## config.mk

```make
export PLATFORM = sky130hd
export DESIGN_NAME = scmm_top
export DESIGN_NICKNAME = d
export VERILOG_FILES = /design/src/verilog/scmm_pkg.sv /design/src/verilog/scmm_dly_if.sv /design/src/verilog/scmm_exec_delay.sv /design/src/verilog/scmm_top.sv
export VERILOG_INCLUDE_DIRS = /design/src /design/src/verilog
export SDC_FILE = /design/constraint.sdc
export NUM_CORES = 1
export LEC_CHECK = 0
export BUFFER_PORTS_ARGS = -buffer_cell sky130_fd_sc_hd__buf_2
export CAP_MARGIN = 10
export CORE_MARGIN = 3
export CORE_UTILIZATION = 45
export CTS_BUF_LIST = sky130_fd_sc_hd__clkbuf_2
export DETAILED_ROUTE_END_ITERATION = 16
export GPL_TIMING_DRIVEN = 0
export PLACE_DENSITY = 0.7
export SYNTH_ARGS = -nofsm -noshare
export SYNTH_HDL_FRONTEND = slang
export SYNTH_SLANG_ARGS = --single-unit
```

## constraint.sdc

```tcl
create_clock -name mclk -period 3.1 [get_ports mclk]
set_input_delay 0.31 -clock mclk [delete_from_list [all_inputs] [get_ports mclk]]
set_output_delay 0.31 -clock mclk [all_outputs]
set_load 0.02 [all_outputs]
```

## src/verilog/scmm_defs.svh

```systemverilog
// offsets, field positions, reset values and timing counts of the mode manager
`ifndef SCMM_DEFS_SVH
`define SCMM_DEFS_SVH
`define SCMM_A_CTRL 8'h00
`define SCMM_A_CMD 8'h04
`define SCMM_A_STAT 8'h08
`define SCMM_A_RES 8'h0C
`define SCMM_A_PWD 8'h10
`define SCMM_A_CONN 8'h14
`define SCMM_F_DLY 0
`define SCMM_F_HOLD 1
`define SCMM_F_CNT 4
`define SCMM_F_RT 4
`define SCMM_F_PW 16
`define SCMM_RUN_BIT 6
`define SCMM_CTRL_RST 32'h0000_0000
`define SCMM_CLK_HZ 20000000
`define SCMM_MAX_S 20
`define SCMM_QUIET_S 5
`define SCMM_BLINK_MSEC 500
`define SCMM_CNT_W 29
`define SCMM_NSLV 16
`endif

```

## src/verilog/scmm_pkg.sv

```systemverilog
// types of the mode manager
`include "scmm_defs.svh"
package scmm_pkg;
  typedef enum logic [2:0] {
    SCMM_INIT = 3'h0,
    SCMM_WAIT_ID = 3'h1,
    SCMM_CONFIG = 3'h2,
    SCMM_IDLE = 3'h3,
    SCMM_RUN = 3'h4,
    SCMM_ABORT = 3'h5,
    SCMM_CRIT = 3'h6
  } scmm_mode_e;
  typedef enum logic [3:0] {
    OP_CFG = 4'h0,
    OP_LOCK = 4'h1,
    OP_UNLOCK = 4'h2,
    OP_RESET = 4'h3,
    OP_PWD = 4'h4,
    OP_MON = 4'h5,
    OP_MSG = 4'h6,
    OP_TO_RUN = 4'h7,
    OP_TO_IDLE = 4'h8
  } scmm_op_e;
  typedef logic [`SCMM_CNT_W-1:0] scmm_cnt_t;
endpackage : scmm_pkg

```

## src/verilog/scmm_dly_if.sv

```systemverilog
// execution delay handshake between mode manager and delay timer
`timescale 1ns/1ps
`default_nettype none
interface scmm_dly_if;
  logic run;
  logic enable;
  logic all_started;
  logic change;
  logic exec_go;
  modport ctl (output run, output enable, output all_started, output change, input exec_go);
  modport tmr (input run, input enable, input all_started, input change, output exec_go);
endinterface : scmm_dly_if
`default_nettype wire

```

## src/verilog/scmm_exec_delay.sv

```systemverilog
// program execution delay timer
`timescale 1ns/1ps
`default_nettype none
module scmm_exec_delay #(
  parameter scmm_pkg::scmm_cnt_t MAX_CYC = 29'h10,
  parameter scmm_pkg::scmm_cnt_t QUIET_CYC = 29'h8
) (
  input wire logic mclk,
  input wire logic srst,
  scmm_dly_if.tmr dly
);
  import scmm_pkg::*;
  scmm_cnt_t tot_q;
  scmm_cnt_t quiet_q;

  // ****************************************
  // timers started on run entry
  // ****************************************
  always_ff @(posedge mclk)
  begin
    if (srst || !dly.run)
    begin
      tot_q <= '0;
      quiet_q <= '0;
      dly.exec_go <= 1'b0;
    end
    else
    begin
      if (tot_q != MAX_CYC)
        tot_q <= tot_q + 1'b1;
      if (dly.change)
        quiet_q <= '0;
      else if (quiet_q != QUIET_CYC)
        quiet_q <= quiet_q + 1'b1;
      if (!dly.enable || dly.all_started || tot_q == MAX_CYC || quiet_q == QUIET_CYC)
        dly.exec_go <= 1'b1;
    end
  end
endmodule : scmm_exec_delay
`default_nettype wire

```

## src/verilog/scmm_top.sv

```systemverilog
// safety controller operating mode manager with axi4-lite registers
// Function
// - indicator green run/idle, red error/abort, alternating while starting, dark unpowered
// - status word bit 6 set only in run
// - run executes program and i/o; other modes stop and hold safe
// - tool operations accepted per mode table
// - configuration download in run/idle needs unlocked configuration
// - reset in run/idle/abort depends on reset type and lock
// - password-guarded operations refused without matching password
// - run to idle data to master follows hold setting
// - normal startup enters idle; tool must command run
// - automatic execution, locked, last powered in run starts in run
// - power lost in idle never starts in run
// - idle and run change only on tool command
// - safety connections opened one after another per slave
// - safety data reads off until its connection is up
// - delay option holds program until safety communications start
// - execution delay ends at 20 seconds at most
// - execution starts after 5 seconds without connection change
// - switch change after configuration enters abort, outputs safe
// - unconfigured or bad configuration enters configuring
//
// The AXI4-Lite register port and the placing of the registers were left to the implementer.
`timescale 1ns/1ps
`default_nettype none
`include "scmm_defs.svh"
module scmm_top #(
  parameter scmm_pkg::scmm_cnt_t EXEC_MAX_CYC = `SCMM_CNT_W'(`SCMM_MAX_S * `SCMM_CLK_HZ),
  parameter scmm_pkg::scmm_cnt_t QUIET_CYC = `SCMM_CNT_W'(`SCMM_QUIET_S * `SCMM_CLK_HZ),
  parameter scmm_pkg::scmm_cnt_t BLINK_CYC =
    `SCMM_CNT_W'(`SCMM_BLINK_MSEC * (`SCMM_CLK_HZ / 1000))
) (
  input wire logic mclk,
  input wire logic srst,
  input wire logic [7:0] s_axi_awaddr,
  input wire logic s_axi_awvalid,
  output logic s_axi_awready,
  input wire logic [31:0] s_axi_wdata,
  input wire logic [3:0] s_axi_wstrb,
  input wire logic s_axi_wvalid,
  output logic s_axi_wready,
  output logic [1:0] s_axi_bresp,
  output logic s_axi_bvalid,
  input wire logic s_axi_bready,
  input wire logic [7:0] s_axi_araddr,
  input wire logic s_axi_arvalid,
  output logic s_axi_arready,
  output logic [31:0] s_axi_rdata,
  output logic [1:0] s_axi_rresp,
  output logic s_axi_rvalid,
  input wire logic s_axi_rready,
  input wire logic diag_ok,
  input wire logic diag_crit,
  input wire logic network_unique_identifier_ok,
  input wire logic switch_changed,
  input wire logic nv_cfg_ok,
  input wire logic nv_cfg_err,
  input wire logic nv_locked,
  input wire logic nv_auto,
  input wire logic nv_last_run,
  input wire logic [7:0] std_in,
  input wire logic [`SCMM_NSLV-1:0] conn_est,
  input wire logic [`SCMM_NSLV-1:0] safe_in,
  output scmm_pkg::scmm_mode_e op_mode_q,
  output logic module_mode_indicator_green_q,
  output logic module_mode_indicator_red_q,
  output logic prog_run_q,
  output logic safety_comm_q,
  output logic io_refresh_q,
  output logic std_comm_q,
  output logic msg_comm_q,
  output logic [7:0] master_in_q,
  output logic [`SCMM_NSLV-1:0] safe_data_q,
  output logic conn_open_q,
  output logic [3:0] conn_slot_q,
  output logic lock_q,
  output logic run_persist_q
);
  import scmm_pkg::*;
  localparam int PW = 9 + 8 + 2 * `SCMM_NSLV;

  function automatic logic mapped(input logic [7:0] a);
    mapped = a == `SCMM_A_CTRL || a == `SCMM_A_CMD || a == `SCMM_A_STAT
      || a == `SCMM_A_RES || a == `SCMM_A_PWD || a == `SCMM_A_CONN;
  endfunction : mapped

  function automatic logic [31:0] strb(input logic [31:0] o, input logic [31:0] n,
                                       input logic [3:0] s);
    for (int i = 0; i < 4; i++)
      strb[i*8 +: 8] = s[i] ? n[i*8 +: 8] : o[i*8 +: 8];
  endfunction : strb

  function automatic logic op_allowed(input scmm_mode_e m, input scmm_op_e op,
                                      input logic lk, input logic [1:0] rt);
    logic ri;
    logic live;
    ri = m == SCMM_RUN || m == SCMM_IDLE;
    live = m != SCMM_CRIT && m != SCMM_INIT && m != SCMM_WAIT_ID;
    case (op)
      OP_CFG: op_allowed = (ri && !lk) || m == SCMM_CONFIG;
      OP_LOCK, OP_UNLOCK: op_allowed = ri;
      OP_RESET: op_allowed = live && (rt == 2'h0 || !lk || m == SCMM_CONFIG);
      OP_PWD, OP_MON, OP_MSG: op_allowed = live;
      OP_TO_RUN: op_allowed = m == SCMM_IDLE;
      OP_TO_IDLE: op_allowed = m == SCMM_RUN;
      default: op_allowed = 1'b0;
    endcase
  endfunction : op_allowed

  logic [PW-1:0] s1_q;
  logic [PW-1:0] s2_q;
  logic diag_s, crit_s, uid_s, sw_s, cok_s, cerr_s, lk_s, auto_s, lrun_s;
  logic [7:0] std_s;
  logic [`SCMM_NSLV-1:0] est_s, safe_s, est_prev_q, opened_q;
  logic aw_got_q, w_got_q, wr_fire;
  logic [7:0] awaddr_q;
  logic [31:0] wdata_q;
  logic [3:0] wstrb_q;
  logic [31:0] ctrl_q, pwdnew_q, cmd_q, stat_w;
  logic cmd_v_q, cfg_ok_q, dflt_q, pwd_set_q, pw_need, pw_ok, cmd_acc, all_q, req_q;
  logic [15:0] pwd_q;
  logic [7:0] res_q;
  logic [4:0] conn_idx_q, nslv;
  scmm_op_e op;
  scmm_cnt_t blink_q;
  logic phase_q;
  scmm_dly_if dly ();

  // ****************************************
  // pin synchronisers
  // ****************************************
  always_ff @(posedge mclk)
  begin
    s1_q <= {diag_ok, diag_crit, network_unique_identifier_ok, switch_changed, nv_cfg_ok,
             nv_cfg_err, nv_locked, nv_auto, nv_last_run, std_in, conn_est, safe_in};
    s2_q <= s1_q;
  end
  assign {diag_s, crit_s, uid_s, sw_s, cok_s, cerr_s, lk_s, auto_s, lrun_s, std_s, est_s,
          safe_s} = s2_q;

  // ****************************************
  // axi4-lite write channel
  // ****************************************
  assign wr_fire = aw_got_q && w_got_q && !s_axi_bvalid;
  always_ff @(posedge mclk)
  begin
    if (srst)
    begin
      s_axi_awready <= 1'b0;
      s_axi_wready <= 1'b0;
      s_axi_bvalid <= 1'b0;
      s_axi_bresp <= 2'h0;
      aw_got_q <= 1'b0;
      w_got_q <= 1'b0;
      awaddr_q <= 8'h00;
      wdata_q <= 32'h0000_0000;
      wstrb_q <= 4'h0;
    end
    else
    begin
      if (s_axi_awready && s_axi_awvalid)
      begin
        aw_got_q <= 1'b1;
        awaddr_q <= s_axi_awaddr;
        s_axi_awready <= 1'b0;
      end
      else if (!aw_got_q && !s_axi_awready && !s_axi_bvalid)
        s_axi_awready <= 1'b1;
      if (s_axi_wready && s_axi_wvalid)
      begin
        w_got_q <= 1'b1;
        wdata_q <= s_axi_wdata;
        wstrb_q <= s_axi_wstrb;
        s_axi_wready <= 1'b0;
      end
      else if (!w_got_q && !s_axi_wready && !s_axi_bvalid)
        s_axi_wready <= 1'b1;
      if (wr_fire)
      begin
        aw_got_q <= 1'b0;
        w_got_q <= 1'b0;
        s_axi_bvalid <= 1'b1;
        s_axi_bresp <= mapped(awaddr_q) ? 2'h0 : 2'h2;
      end
      else if (s_axi_bvalid && s_axi_bready)
        s_axi_bvalid <= 1'b0;
    end
  end

  // ****************************************
  // register writes and command strobe
  // ****************************************
  always_ff @(posedge mclk)
  begin
    if (srst)
    begin
      ctrl_q <= `SCMM_CTRL_RST;
      pwdnew_q <= 32'h0000_0000;
      cmd_q <= 32'h0000_0000;
      cmd_v_q <= 1'b0;
    end
    else
    begin
      cmd_v_q <= wr_fire && awaddr_q == `SCMM_A_CMD;
      if (wr_fire && awaddr_q == `SCMM_A_CTRL)
        ctrl_q <= strb(ctrl_q, wdata_q, wstrb_q);
      if (wr_fire && awaddr_q == `SCMM_A_PWD)
        pwdnew_q <= strb(pwdnew_q, wdata_q, wstrb_q);
      if (wr_fire && awaddr_q == `SCMM_A_CMD)
        cmd_q <= wdata_q;
    end
  end

  // ****************************************
  // axi4-lite read channel
  // ****************************************
  always_comb
  begin
    stat_w = 32'h0000_0000;
    stat_w[2:0] = op_mode_q;
    stat_w[3] = lock_q;
    stat_w[4] = cfg_ok_q;
    stat_w[5] = prog_run_q;
    stat_w[`SCMM_RUN_BIT] = op_mode_q == SCMM_RUN;
    stat_w[7] = all_q;
  end
  always_ff @(posedge mclk)
  begin
    if (srst)
    begin
      s_axi_arready <= 1'b0;
      s_axi_rvalid <= 1'b0;
      s_axi_rdata <= 32'h0000_0000;
      s_axi_rresp <= 2'h0;
    end
    else if (s_axi_arready && s_axi_arvalid)
    begin
      s_axi_arready <= 1'b0;
      s_axi_rvalid <= 1'b1;
      s_axi_rresp <= mapped(s_axi_araddr) ? 2'h0 : 2'h2;
      case (s_axi_araddr)
        `SCMM_A_CTRL: s_axi_rdata <= ctrl_q;
        `SCMM_A_CMD: s_axi_rdata <= cmd_q;
        `SCMM_A_STAT: s_axi_rdata <= stat_w;
        `SCMM_A_RES: s_axi_rdata <= {24'h00_0000, res_q};
        `SCMM_A_CONN: s_axi_rdata <= {16'h0000, est_s & opened_q};
        default: s_axi_rdata <= 32'h0000_0000;
      endcase
    end
    else if (s_axi_rvalid && s_axi_rready)
      s_axi_rvalid <= 1'b0;
    else if (!s_axi_rvalid)
      s_axi_arready <= 1'b1;
  end

  // ****************************************
  // command acceptance
  // ****************************************
  assign op = scmm_op_e'(cmd_q[3:0]);
  assign pw_need = op != OP_MON && op != OP_MSG;
  assign pw_ok = !pw_need || !pwd_set_q || cmd_q[`SCMM_F_PW +: 16] == pwd_q;
  assign cmd_acc = cmd_v_q && pw_ok
    && op_allowed(op_mode_q, op, lock_q, cmd_q[`SCMM_F_RT +: 2]);

  always_ff @(posedge mclk)
  begin
    if (srst)
    begin
      pwd_q <= 16'h0000;
      pwd_set_q <= 1'b0;
      res_q <= 8'h00;
    end
    else if (cmd_v_q)
    begin
      res_q <= {cmd_q[3:0], 2'h0, !cmd_acc, cmd_acc};
      if (cmd_acc && op == OP_PWD)
      begin
        pwd_q <= pwdnew_q[15:0];
        pwd_set_q <= 1'b1;
      end
    end
  end

  // ****************************************
  // operating mode sequencer
  // ****************************************
  always_ff @(posedge mclk)
  begin
    if (srst)
    begin
      op_mode_q <= SCMM_INIT;
      cfg_ok_q <= 1'b0;
      lock_q <= 1'b0;
      dflt_q <= 1'b0;
    end
    else if (crit_s)
      op_mode_q <= SCMM_CRIT;
    else if (sw_s && (op_mode_q == SCMM_IDLE || op_mode_q == SCMM_RUN))
      op_mode_q <= SCMM_ABORT;
    else if (cmd_acc)
    begin
      case (op)
        OP_CFG:
        begin
          cfg_ok_q <= 1'b1;
          dflt_q <= 1'b0;
          op_mode_q <= SCMM_IDLE;
        end
        OP_LOCK: lock_q <= 1'b1;
        OP_UNLOCK: lock_q <= 1'b0;
        OP_RESET:
        begin
          op_mode_q <= SCMM_INIT;
          if (cmd_q[`SCMM_F_RT +: 2] != 2'h0)
          begin
            dflt_q <= 1'b1;
            cfg_ok_q <= 1'b0;
            lock_q <= 1'b0;
          end
        end
        OP_TO_RUN: op_mode_q <= SCMM_RUN;
        OP_TO_IDLE: op_mode_q <= SCMM_IDLE;
        default: op_mode_q <= op_mode_q;
      endcase
    end
    else if ((op_mode_q == SCMM_INIT && diag_s) || (op_mode_q == SCMM_WAIT_ID && uid_s))
    begin
      cfg_ok_q <= cok_s && !cerr_s && !dflt_q;
      lock_q <= lk_s && !dflt_q;
      if (!uid_s)
        op_mode_q <= SCMM_WAIT_ID;
      else if (!cok_s || cerr_s || dflt_q)
        op_mode_q <= SCMM_CONFIG;
      else if (auto_s && lk_s && lrun_s)
        op_mode_q <= SCMM_RUN;
      else
        op_mode_q <= SCMM_IDLE;
    end
  end

  // ****************************************
  // functions gated by mode
  // ****************************************
  always_ff @(posedge mclk)
  begin
    if (srst)
    begin
      prog_run_q <= 1'b0;
      safety_comm_q <= 1'b0;
      io_refresh_q <= 1'b0;
      std_comm_q <= 1'b0;
      msg_comm_q <= 1'b0;
      run_persist_q <= 1'b0;
      master_in_q <= 8'h00;
      safe_data_q <= '0;
    end
    else
    begin
      prog_run_q <= op_mode_q == SCMM_RUN && dly.exec_go;
      safety_comm_q <= op_mode_q == SCMM_RUN;
      io_refresh_q <= op_mode_q == SCMM_RUN;
      std_comm_q <= op_mode_q == SCMM_RUN || op_mode_q == SCMM_IDLE;
      msg_comm_q <= op_mode_q != SCMM_CRIT && op_mode_q != SCMM_INIT
        && op_mode_q != SCMM_WAIT_ID;
      run_persist_q <= op_mode_q == SCMM_RUN;
      safe_data_q <= (op_mode_q == SCMM_RUN) ? (safe_s & est_s & opened_q) : '0;
      if (op_mode_q == SCMM_RUN)
        master_in_q <= std_s;
      else if (!(op_mode_q == SCMM_IDLE && ctrl_q[`SCMM_F_HOLD]))
        master_in_q <= 8'h00;
    end
  end

  // ****************************************
  // safety connection sequencer
  // ****************************************
  assign nslv = (ctrl_q[`SCMM_F_CNT +: 5] > 5'h10) ? 5'h10 : ctrl_q[`SCMM_F_CNT +: 5];
  always_ff @(posedge mclk)
  begin
    if (srst || op_mode_q != SCMM_RUN)
    begin
      conn_idx_q <= 5'h00;
      conn_slot_q <= 4'h0;
      conn_open_q <= 1'b0;
      req_q <= 1'b0;
      opened_q <= '0;
      all_q <= 1'b0;
      est_prev_q <= '0;
    end
    else
    begin
      est_prev_q <= est_s;
      conn_open_q <= 1'b0;
      all_q <= conn_idx_q >= nslv;
      if (conn_idx_q < nslv && !req_q)
      begin
        conn_open_q <= 1'b1;
        conn_slot_q <= conn_idx_q[3:0];
        req_q <= 1'b1;
        opened_q[conn_idx_q[3:0]] <= 1'b1;
      end
      else if (req_q && est_s[conn_idx_q[3:0]])
      begin
        conn_idx_q <= conn_idx_q + 5'h01;
        req_q <= 1'b0;
      end
    end
  end

  assign dly.run = op_mode_q == SCMM_RUN;
  assign dly.enable = ctrl_q[`SCMM_F_DLY];
  assign dly.all_started = all_q;
  assign dly.change = est_s != est_prev_q;
  scmm_exec_delay #(.MAX_CYC(EXEC_MAX_CYC), .QUIET_CYC(QUIET_CYC)) u_delay (
    .mclk(mclk),
    .srst(srst),
    .dly(dly.tmr)
  );

  // ****************************************
  // mode indicator
  // ****************************************
  always_ff @(posedge mclk)
  begin
    if (srst)
    begin
      blink_q <= '0;
      phase_q <= 1'b0;
      module_mode_indicator_green_q <= 1'b0;
      module_mode_indicator_red_q <= 1'b0;
    end
    else
    begin
      blink_q <= (blink_q >= BLINK_CYC - 1'b1) ? '0 : blink_q + 1'b1;
      if (blink_q >= BLINK_CYC - 1'b1)
        phase_q <= !phase_q;
      case (op_mode_q)
        SCMM_RUN, SCMM_IDLE:
        begin
          module_mode_indicator_green_q <= 1'b1;
          module_mode_indicator_red_q <= 1'b0;
        end
        SCMM_ABORT, SCMM_CRIT:
        begin
          module_mode_indicator_green_q <= 1'b0;
          module_mode_indicator_red_q <= 1'b1;
        end
        default:
        begin
          module_mode_indicator_green_q <= phase_q;
          module_mode_indicator_red_q <= !phase_q;
        end
      endcase
    end
  end
endmodule : scmm_top
`default_nettype wire

```

==> results of run 1 <==
==> final timing paths <==
kind	startpoint	end	slack (ps)	cells after the start
worst max-delay path	op_mode_q[2]	u_delay.quiet_q[16]	150	8
worst max register to register	op_mode_q[2]	u_delay.quiet_q[16]	150	8
worst min register to register	s1_q[29]	s2_q[29]	310	0
worst min-delay path	s_axi_wdata[16]	wdata_q[16]	50	4
==> Yosys cell counts (all sizes together), types with 15 or more instances <==
library cell	count
a21oi	161
a22oi	31
and2	30
and3	26
buf	16
clkbuf	81
dfxtp	456
inv	29
mux2i	46
nand2	259
nand3	78
nand4	25
nor2	204
nor3	33
nor4	15
o21ai	47
xnor2	40
xor2	68
==> through the flow <==
step	worst slack [ps]	util	hold slack (ps)	TNS, ps	cells
2_1_floorplan	509	-	310	0	1794
3_5_place_dp	-77.3	0.503	312	-587	2441
6_report	152	0.592	49.4	0	2858
5_1_grt	18.9	0.592	3.93	0	2858
4_1_cts	40.7	0.591	4.68	0	2847
3_3_place_gp	-104	0.503	312	-705	2441
==> sequential cells by signal, summed over array words and instances (netlist names), 3 cells and up <==
name,count
opened_q,16
conn_slot_q,4
op_mode_q,3
cmd_q,32
pwdnew_q,16
wstrb_q,4
u_delay.quiet_q,29
safe_data_q,16
ctrl_q,32
master_in_q,8
res_q,6
s_axi_rdata,32
conn_idx_q,5
s2_q,49
u_delay.tot_q,29
awaddr_q,8
blink_q,29
wdata_q,32
s1_q,49
pwd_q,16
est_prev_q,16
==> area by class of cell <==
type,instances,area (um2)
Fill cell,3077,14600
Sequential cell,456,9130
Multi-Input combinational cell,1212,6910
Timing Repair Buffer,406,3120
Clock buffer,155,776
Tap cell,461,577
Buffer,97,394
Clock inverter,36,191
Inverter,29,109
Antenna cell,6,15.0
==> critical path, delay by kind of cell, from the launching register on <==
family	cells	cell delay [ps]
and+or+nand+nor	4	1500
buffers and inverters	4	900
DFF	1	450
==> routing by layer <==
metal / vias to the layer above / track usage / part of all wire
met1: 7090 / 0.308 / 0.41
li1: 7192 / - / -
met4: 0 / 0.114 / 0.040
met3: 170 / 0.0490 / 0.067
met5: - / 0 / 0
met2: 628 / 0.445 / 0.49
==> timing repair <==
action / in CTS / in global routing
endpoints found under the hold margin: 124 / 0
resized for setup: 1 / 0
pin swaps: 0 / 1
setup endpoints to repair: 3 / 12
buffers inserted: 0 / 4
hold buffers: 215 / 0
gates cloned: 0 / 0
==> cell families after synthesis <==
family                     share of synthesized area
and+or+nand+nor                                0.203
DFF                                            0.553
AOI/OAI and AO/OA                              0.106
buffers and inverters                         0.0305
xor gates and xnor gates                      0.0573
muxes                                         0.0395
adders and majority gates                     0.0106
other                                       0.000227
==> where the power goes <==
part | internal [uW] | switching, uW
Combinational | 366 | 394
Sequential | 6000 | 111
Clock | 1500 | 2400
Total | 7870 | 2900
==> reports/results.tsv, run 1 <==
metric	value	unit
initial antenna violation count	4	
Setup Crit Path Kind	flip-flop to flip-flop	
Seq/Total Area, Yosys	0.553	
RePlAce Congestion	0.898	
number of flops mapped to enable cells by yosys	0	
DRT iter0 DRCs	984	
Netlist cell types	64	
Avg Cell Area, Syn	9.23	um2
Residual DRC	0	
Worst slew margin	0.131	
Data arrival, critical path	3880	ps
via count	15100	
critical path's slowest cell	nor3b_1	
Synth Instances	1788	
CTS Buffer Depth	3	
Synthesis Warnings	0	
synthesized flop and latch total	456	
layout cells sized above 1	0.160	
vias in the first global route	15300	
Power Total	10800	uW
most frequent CP cell	clkbuf_1	
die area	39000	um2
Area after DPL	18000	um2
Finished Cell Area	21200	um2
fin crit share	0.951	
Worst-Margin Slew	1300	ps
final clock skew	69.4	ps
FFs w/ async S/R, synth	0	
ys flop type	dfxtp_1	
CTS clk-pin slew, worst paths	100	ps
total track usage	0.255	
final slew viol count	0	
First-pass DRT Iterations	7	
most frequent cells in the layout	dfxtp_1 (456), nand2_1 (259), dlygate4sd3_1 (215)	
CORE AREA	35800	um2
area grow syn2layout	28.5	%
critical path data required time	4040	ps
RSZ-0062 raised after global routing	no	
CP max FO	10	
Max-Cap Viols	0	
Crit. End Element	flip-flop	
I/O pin count	190	
clk root buf	clkbuf_2	
Die W	198	um
nets	2434	
die height	198	um
CTS tree	yes	
final wirelength	50500	um
Cell Pwr Density	508	nW/um2
Finish-stage setup viols	0	
starting density of the core	0.461	
Leak	0.00838	uW
crit-path cells	nor3b_1, nand2b_1, clkbuf_1, inv_1, nand3_1, clkbuf_1, buf_1, nor2_1	
DP HPWL	32400	um
Area contributors post-synth	dfxtp_1 (55%), nand2_1 (5.9%), a21oi_1 (4.9%)	
# port buffers	186	
DRT antenna net count	0	
gr ovfl total	0	
maximum VDD drop	0.264	mV
Worst Setup Start Kind	flip-flop	
H-tree depth	3	
most common cell after layout, fill and taps aside	dfxtp_1	
Hold WC Path Type	input port to flip-flop	
wire per inst	17.7	um
vias per inst	5.28	
Core Rows	69	
minimum clock period	2950	ps
Final Hold Vio Count	0	
clock sinks	456	
clock buffer count from CTS	110	
largest net degree at the start of global routing	15	
Synth top area share	0.553	
area leader, netlist	dfxtp_1	
status	completed	
Largest stage delay, worst path	1060	ps
mapped cell area	16500	um2
clock latency on the worst-skew pair	1080	ps
first-pass GRT wire length	79700	um
maximum clock frequency	339	MHz
Power figures use the tool's default switching activity.
==> run 2, diff against run 1 <==
Settings changed: SYNTH_HIERARCHICAL set to 1.
==> run 2 against run 1 <==
Effect of this change:
- area after synthesis rose by 1.9%
- synthesized cell count rose by 2.1%
- via count fell by 1.8%
- sequential share of layout area barely moved
- combinational power fell by 4.7%
- largest cell class unchanged
==> reports/results.tsv, run 2 <==
metric	value	unit	change
vias per inst	5.15		was 5.28
clock latency on the worst-skew pair	1010	ps	was 1080 ps
multiplexer share of the synthesized area	0.0275		was 0.0395
RePlAce Congestion	0.862		was 0.898
clock buffer count from CTS	113		was 110
Final Hold Vio Count	0		unchanged
top post-synthesis cells by count	dfxtp_1 (456), nand2_1 (325), nor2_1 (190)		was dfxtp_1 (456), nand2_1 (259), nor2_1 (204)
Finished Cell Area	21200	um2	about the same
die height	199	um	was 198 um
CP max FO	10		unchanged
Cell Pwr Density	497	nW/um2	was 508 nW/um2
largest net degree at the start of global routing	15		unchanged
clk root buf	clkbuf_2		unchanged
Flop pwr share	0.578		was 0.567
Residual DRC	0		unchanged
gr ovfl total	0		unchanged
Data arrival, critical path	3580	ps	was 3880 ps
fin crit share	0.883		was 0.951
first-pass GRT wire length	74000	um	was 79700 um
total track usage	0.233		was 0.255
Worst slew margin	0.169		was 0.131
final slew viol count	0		unchanged
final wirelength	46900	um	was 50500 um
Sw Share	0.268		was 0.269
Finish-stage setup viols	0		unchanged
critical path data required time	3940	ps	was 4040 ps
Avg Cell Area, Syn	9.21	um2	was 9.23 um2
Area contributors post-synth	dfxtp_1 (54%), nand2_1 (7.3%), a21oi_1 (4.9%)		was dfxtp_1 (55%), nand2_1 (5.9%), a21oi_1 (4.9%)
Netlist cell types	82		was 64
Adder-Cell Fraction of Synth Area	0.0110		was 0.0106
First-pass DRT Iterations	5		was 7
most common cell in the netlist	dfxtp_1		unchanged
layout cells sized above 1	0.177		was 0.160
CTS tree	yes		unchanged
DRT antenna net count	0		unchanged
I/O pin count	190		unchanged
logic gate share of total power	0.069		was 0.071
TNS Setup	0	ps	unchanged
Setup Crit Path Kind	flip-flop to flip-flop		unchanged
Regs by FF count	s1_q x49, s2_q x49		unchanged
largest delay contributor family on the critical path	simple AND/OR/NAND/NOR gates		unchanged
CTS Buffer Depth	3		unchanged
post-CTS repair timing setup buffer count	0		unchanged
RSZ-0062 raised after global routing	no		unchanged
largest family of logic cells by synthesized area	simple AND/OR/NAND/NOR gates		unchanged
mapped cell area	16800	um2	was 16500 um2
maximum VDD drop	0.287	mV	was 0.264 mV
Synth Instances	1826		was 1788
vias in the first global route	14800		was 15300
status	completed		unchanged
Core Rows	70		was 69
DP HPWL	31400	um	was 32400 um
DRT iter0 DRCs	968		was 984
starting density of the core	0.458		was 0.461
FFs w/ async S/R, synth	0		unchanged
simple logic cell fraction of the synthesized area	0.216		was 0.203
Hold WC Path Type	input port to flip-flop		unchanged
clock sinks	456		unchanged
area grow syn2layout	26.3	%	was 28.5%
final clock skew	89.3	ps	was 69.4 ps
Largest stage delay, worst path	1040	ps	was 1060 ps
critical path's slowest cell	nor4_1		was nor3b_1
Filler cells	3160		was 3077
Clk pwr share	0.354		was 0.362
Synth top area share	0.543		was 0.553
maximum clock frequency	365	MHz	was 339 MHz
CORE AREA	36700	um2	was 35800 um2
r2r setup slk	360	ps	was 150 ps
buffers and inverters on the worst path	1		was 4
ys flop type	dfxtp_1		unchanged
nets	2450		was 2434
synthesized flop and latch total	456		unchanged
Crit. End Element	flip-flop		unchanged
minimum clock period	2740	ps	was 2950 ps
most frequent CP cell	nand2_1		was clkbuf_1
# port buffers	187		was 186
Max-Cap Viols	0		unchanged
Worst Setup Start Kind	flip-flop		unchanged
P_int	7720	uW	was 7870 uW
H-tree depth	3		unchanged
Synthesis Warnings	6		was 0
number of flops mapped to enable cells by yosys	0		unchanged
CTS clk-pin slew, worst paths	110	ps	was 100 ps
post-synthesis xor/xnor area fraction	0.0542		was 0.0573
switching pwr	2830	uW	was 2900 uW
initial antenna violation count	1		was 4
Synth Area in Compound Gates	0.115		was 0.106
die area	39700	um2	was 39000 um2
wire per inst	16.3	um	was 17.7 um
Die W	199	um	was 198 um
Area after DPL	18400	um2	was 18000 um2
most common cell after layout, fill and taps aside	dfxtp_1		unchanged
Leak	0.00827	uW	was 0.00838 uW
most frequent cells in the layout	dfxtp_1 (456), nand2_1 (325), buf_2 (203)		was dfxtp_1 (456), nand2_1 (259), dlygate4sd3_1 (215)
via count	14800		was 15100
Seq/Total Area, Yosys	0.543		was 0.553
crit-path cells	nand2_1, or2_1, nor4_1, clkbuf_1, nand2_1, a21oi_1		was nor3b_1, nand2b_1, clkbuf_1, inv_1, nand3_1, clkbuf_1, buf_1, nor2_1
Worst-Margin Slew	1230	ps	was 1300 ps
area leader, netlist	dfxtp_1		unchanged
-- run 2: cell count changes in the layout (fill, tap and decap cells not counted), sizes merged, moves of 17 or more --
cell,before,now
nand2,259,325
nand3,78,45
clkbuf,237,205
dlygate4sd3,215,193
a31oi,7,26
buf,206,223
-- run 2: path summary, 6_finish.rpt --
path | startpoint | end | cells after the start
worst max-delay path | aw_got_q | cmd_q[13] | 6
worst min-delay path | s_axi_wdata[25] | wdata_q[25] | 4
worst max register to register | aw_got_q | cmd_q[13] | 6
worst min register to register | s1_q[8] | s2_q[8] | 0
-- run 2: metal layers --
metal  vias up  track usage  wire (um)
met5         -            0          0
met4         0       0.0906       1360
met3       105       0.0457       2610
met2       508        0.392      22400
met1      6918        0.296      20500
li1       7275            -          -
-- run 2: worst register-to-register path: stages, from the launching register on --
cell,delay [ps]
dfxtp_1,370
nand2_1,70
or2_1,260
nor4_1,1040
clkbuf_1,480
nand2_1,120
a21oi_1,250
-- run 2: cell families after synthesis --
group,count (synthesis)
AOI/OAI and AO/OA,319
xor gates and xnor gates,104
adders and majority gates,15
buffers and inverters,118
DFF,456
muxes,40
other,1
and+or+nand+nor,773
-- run 2: area by class of cell --
cell class / instances / area [um2] / share of cell area
flip-flops and latches: 456 / 9130 / 0.430
multi-input cells: 1258 / 7150 / 0.337
repair buffers: 381 / 2880 / 0.135
clock buffers: 148 / 741 / 0.0349
well taps: 468 / 586 / 0.0276
plain buffers: 93 / 464 / 0.0219
clock inverters: 43 / 194 / 0.00913
inverters: 25 / 93.8 / 0.00442
diodes: 1 / 2.50 / 0.000118
-- run 2: what timing repair did --
| item | 4_1_cts | 5_1_grt |
|---|---|---|
| setup endpoints to repair | 0 | 1 |
| gates resized for setup | 0 | 2 |
| hold buffers | 192 | 1 |
| hold endpoints to repair | 156 | 1 |
-- run 2: power by group through the flow --
stage	logic [uW]	clock network (uW)	registers [uW]
after floorplan	276	0	6230
after global placement	516	0	6230
after detailed placement	522	0	6230
after CTS	704	3840	6090
after global routing	784	4180	6110
final	724	3730	6100
-- run 2: through the flow --
| step | setup WS (ps) | total power (uW) | hold slack [ps] | utilization | std cells |
|---|---|---|---|---|---|
| 6_report | 364 | 10600 | 111 | 0.579 | 2873 |
| 5_1_grt | 149 | 11100 | 23.7 | 0.579 | 2873 |
| 4_1_cts | 257 | 10600 | 0.442 | 0.578 | 2870 |
| 3_5_place_dp | 264 | 6750 | 312 | 0.500 | 2487 |
| 3_3_place_gp | 371 | 6740 | 310 | 0.500 | 2487 |
| 2_1_floorplan | 730 | 6500 | 310 | - | 1832 |
==> run 3, diff against run 2 <==
Settings changed: CAP_MARGIN 10 to 40.
Clock period 3.1 ns to 2.6 ns, I/O delays scaled along.
==> run 3 against run 2 <==
Effect of this change:
- count of clock-buffer cells in the layout is 20 higher
- via count is 1.4% higher
- wire length is 0.63% higher
- sequential share of layout area is 0.30 points lower
- critical path depth is 2 higher
- sequential cell count stayed put
- highest routed layer is now met5
==> reports/results.tsv, run 3 (synthesis gave the netlist of run 2 again) <==
metric	value	unit	change
# port buffers	187		unchanged
Residual DRC	0		unchanged
Worst R2R Path Depth	8		was 6
status	completed		unchanged
die height	199	um	unchanged
Worst slew margin	0.394		was 0.169
most frequent cells in the layout	dfxtp_1 (456), nand2_1 (325), buf_2 (204), dlygate4sd3_1 (204), nor2_1 (190)		was dfxtp_1 (456), nand2_1 (325), buf_2 (203)
DP HPWL	31500	um	was 31400 um
maximum clock frequency	407	MHz	was 365 MHz
largest delay contributor family on the critical path	multiplexers		was simple AND/OR/NAND/NOR gates
logic gate share of total power	0.070		was 0.069
final clock skew	50.6	ps	was 89.3 ps
vias per inst	5.20		was 5.15
Final Util	0.583		was 0.579
critical path's slowest cell	mux4_2		was nor4_1
CP max FO	8		was 10
Core Rows	70		unchanged
final wirelength	47200	um	was 46900 um
H-tree depth	3		unchanged
First-pass DRT Iterations	6		was 5
Leak	0.00835	uW	was 0.00827 uW
Data arrival, critical path	3320	ps	was 3580 ps
critical path data required time	3460	ps	was 3940 ps
largest net degree at the start of global routing	15		unchanged
minimum clock period	2460	ps	was 2740 ps
layout cells sized above 1	0.187		was 0.177
Hold Path Stages	4		unchanged
Worst-Margin Slew	901	ps	was 1230 ps
first-pass GRT wire length	74500	um	was 74000 um
fin crit share	0.946		was 0.883
maximum VDD drop	0.346	mV	was 0.287 mV
met3 wire len	3040	um	was 2610 um
buffers and inverters on the worst path	2		was 1
Crit. End Element	flip-flop		unchanged
DRT iter0 DRCs	867		was 968
gr ovfl total	0		unchanged
CTS clk-pin slew, worst paths	110	ps	about the same
DRT antenna net count	0		unchanged
Worst Setup Start Kind	flip-flop		unchanged
final slew viol count	0		unchanged
Cell Pwr Density	589	nW/um2	was 497 nW/um2
Die W	199	um	unchanged
Sw Share	0.265		was 0.268
most frequent CP cell	mux4_2		was nand2_1
CTS tree	yes		unchanged
initial antenna violation count	2		was 1
switching pwr	3340	uW	was 2830 uW
Finished Cell Area	21400	um2	was 21200 um2
met1 wire length	20200	um	was 20500 um
CTS Buffer Depth	3		unchanged
P_int	9260	uW	was 7720 uW
Hold Path End	wdata_q[10]		was wdata_q[25]
r2r setup slk	140	ps	was 360 ps
clock sinks	456		unchanged
RSZ-0062 raised after global routing	no		unchanged
final std cells w/o fill	2884		was 2873
vias in the first global route	14900		was 14800
Power Total	12600	uW	was 10600 uW
crit-path cells	buf_4, mux4_2, mux4_2, and2_1, clkbuf_1, nand4_1, xor2_1, nor2_1		was nand2_1, or2_1, nor4_1, clkbuf_1, nand2_1, a21oi_1
Finish-stage setup viols	0		unchanged
Clk pwr share	0.353		was 0.354
placed insts	2490		was 2487
clock latency on the worst-skew pair	1000	ps	was 1010 ps
CORE AREA	36700	um2	unchanged
area grow syn2layout	27.2	%	was 26.3%
met2 WL	22600	um	was 22400 um
Max-Cap Viols	0		unchanged
clk root buf	clkbuf_2		unchanged
Largest stage delay, worst path	530	ps	was 1040 ps
via count	15000		was 14800
Hold WC Path Type	input port to flip-flop		unchanged
total track usage	0.234		was 0.233
nets	2463		was 2450
Flop pwr share	0.577		was 0.578
Final Hold Vio Count	0		unchanged
die area	39700	um2	unchanged
Setup Crit Path Kind	flip-flop to flip-flop		unchanged
Highest Signal Layer	met5		was met4
Regs by FF count	s1_q x49, s2_q x49		unchanged
I/O pin count	190		unchanged
Hold Crit Start	s_axi_wdata[10]		was s_axi_wdata[25]
reg2reg end	conn_idx_q[3]		was cmd_q[13]
critical path depth	8		was 6
starting density of the core	0.458		unchanged
most common cell after layout, fill and taps aside	dfxtp_1		unchanged
Area after DPL	18400	um2	about the same
reg-to-reg startpoint	conn_idx_q[1]		was aw_got_q
RePlAce Congestion	0.862		unchanged
clock buffer count from CTS	113		unchanged
wire per inst	16.4	um	was 16.3 um
-- run 3: cell count changes in the layout (fill, tap and decap cells not counted), moves of 2 or more --
cell           before  now
buf_4               8   11
clkbuf_1           53   49
clkbuf_2          149  170
clkinv_1           35   18
clkinv_2            5    1
dlygate4sd3_1     193  204
nor4_1             18   16
nor4_2              2    4
-- run 3: layout make-up --
type | instances | area (um2)
antenna | 1 | 2.50
clock buffer | 168 | 841
fill | 3199 | 15300
buffer | 92 | 470
timing repair buffer | 395 | 3000
tap | 468 | 586
inverter | 25 | 96.3
sequential | 456 | 9130
clock inverter | 21 | 80.1
multi-input combinational | 1258 | 7180
-- run 3: tightest hold or removal path, cell delays in order --
cell           delay [ps]
dlygate4sd3_1         530
buf_2                 140
nand2_1                50
a21oi_1                50
-- run 3: stage by stage --
step                hold WS [ps]  setup TNS [ps]  setup WS (ps)
finish                      85.8               0            142
global route                12.5               0           15.7
CTS                         2.78               0           70.0
detailed placement           312           -1000           -178
global placement             310            -568           -129
floorplan                    288               0            230
-- run 3: how the worst max path moves through the flow --
stage,from,endpoint
floorplan,ctrl_q[8],conn_slot_q[0]
global placement,ctrl_q[8],conn_slot_q[1]
detailed placement,ctrl_q[8],conn_slot_q[1]
CTS,op_mode_q[0],u_delay/quiet_q[23]
global route,op_mode_q[1],pwd_q[14]
finish,conn_idx_q[1],conn_idx_q[3]
-- run 3: repair_timing --
item,in CTS,in global routing
gates resized for setup,4,17
setup endpoints to repair,26,65
setup buffers,0,1
hold buffers,204,0
endpoints found under the hold margin,162,0
-- run 3: routing by layer --
metal,vias up,track usage
li1,7309,-
met1,7065,0.294
met2,528,0.399
met3,102,0.0487
met4,2,0.0872
met5,-,0
-- run 3: power groups by stage --
stage          registers, uW  clock network (uW)  logic [uW]
6_report                7270                4450         884
5_1_grt                 7290                4940         959
4_1_cts                 7270                4540         856
3_5_place_dp            7430                   0         623
3_3_place_gp            7420                   0         615
2_1_floorplan           7420                   0         329
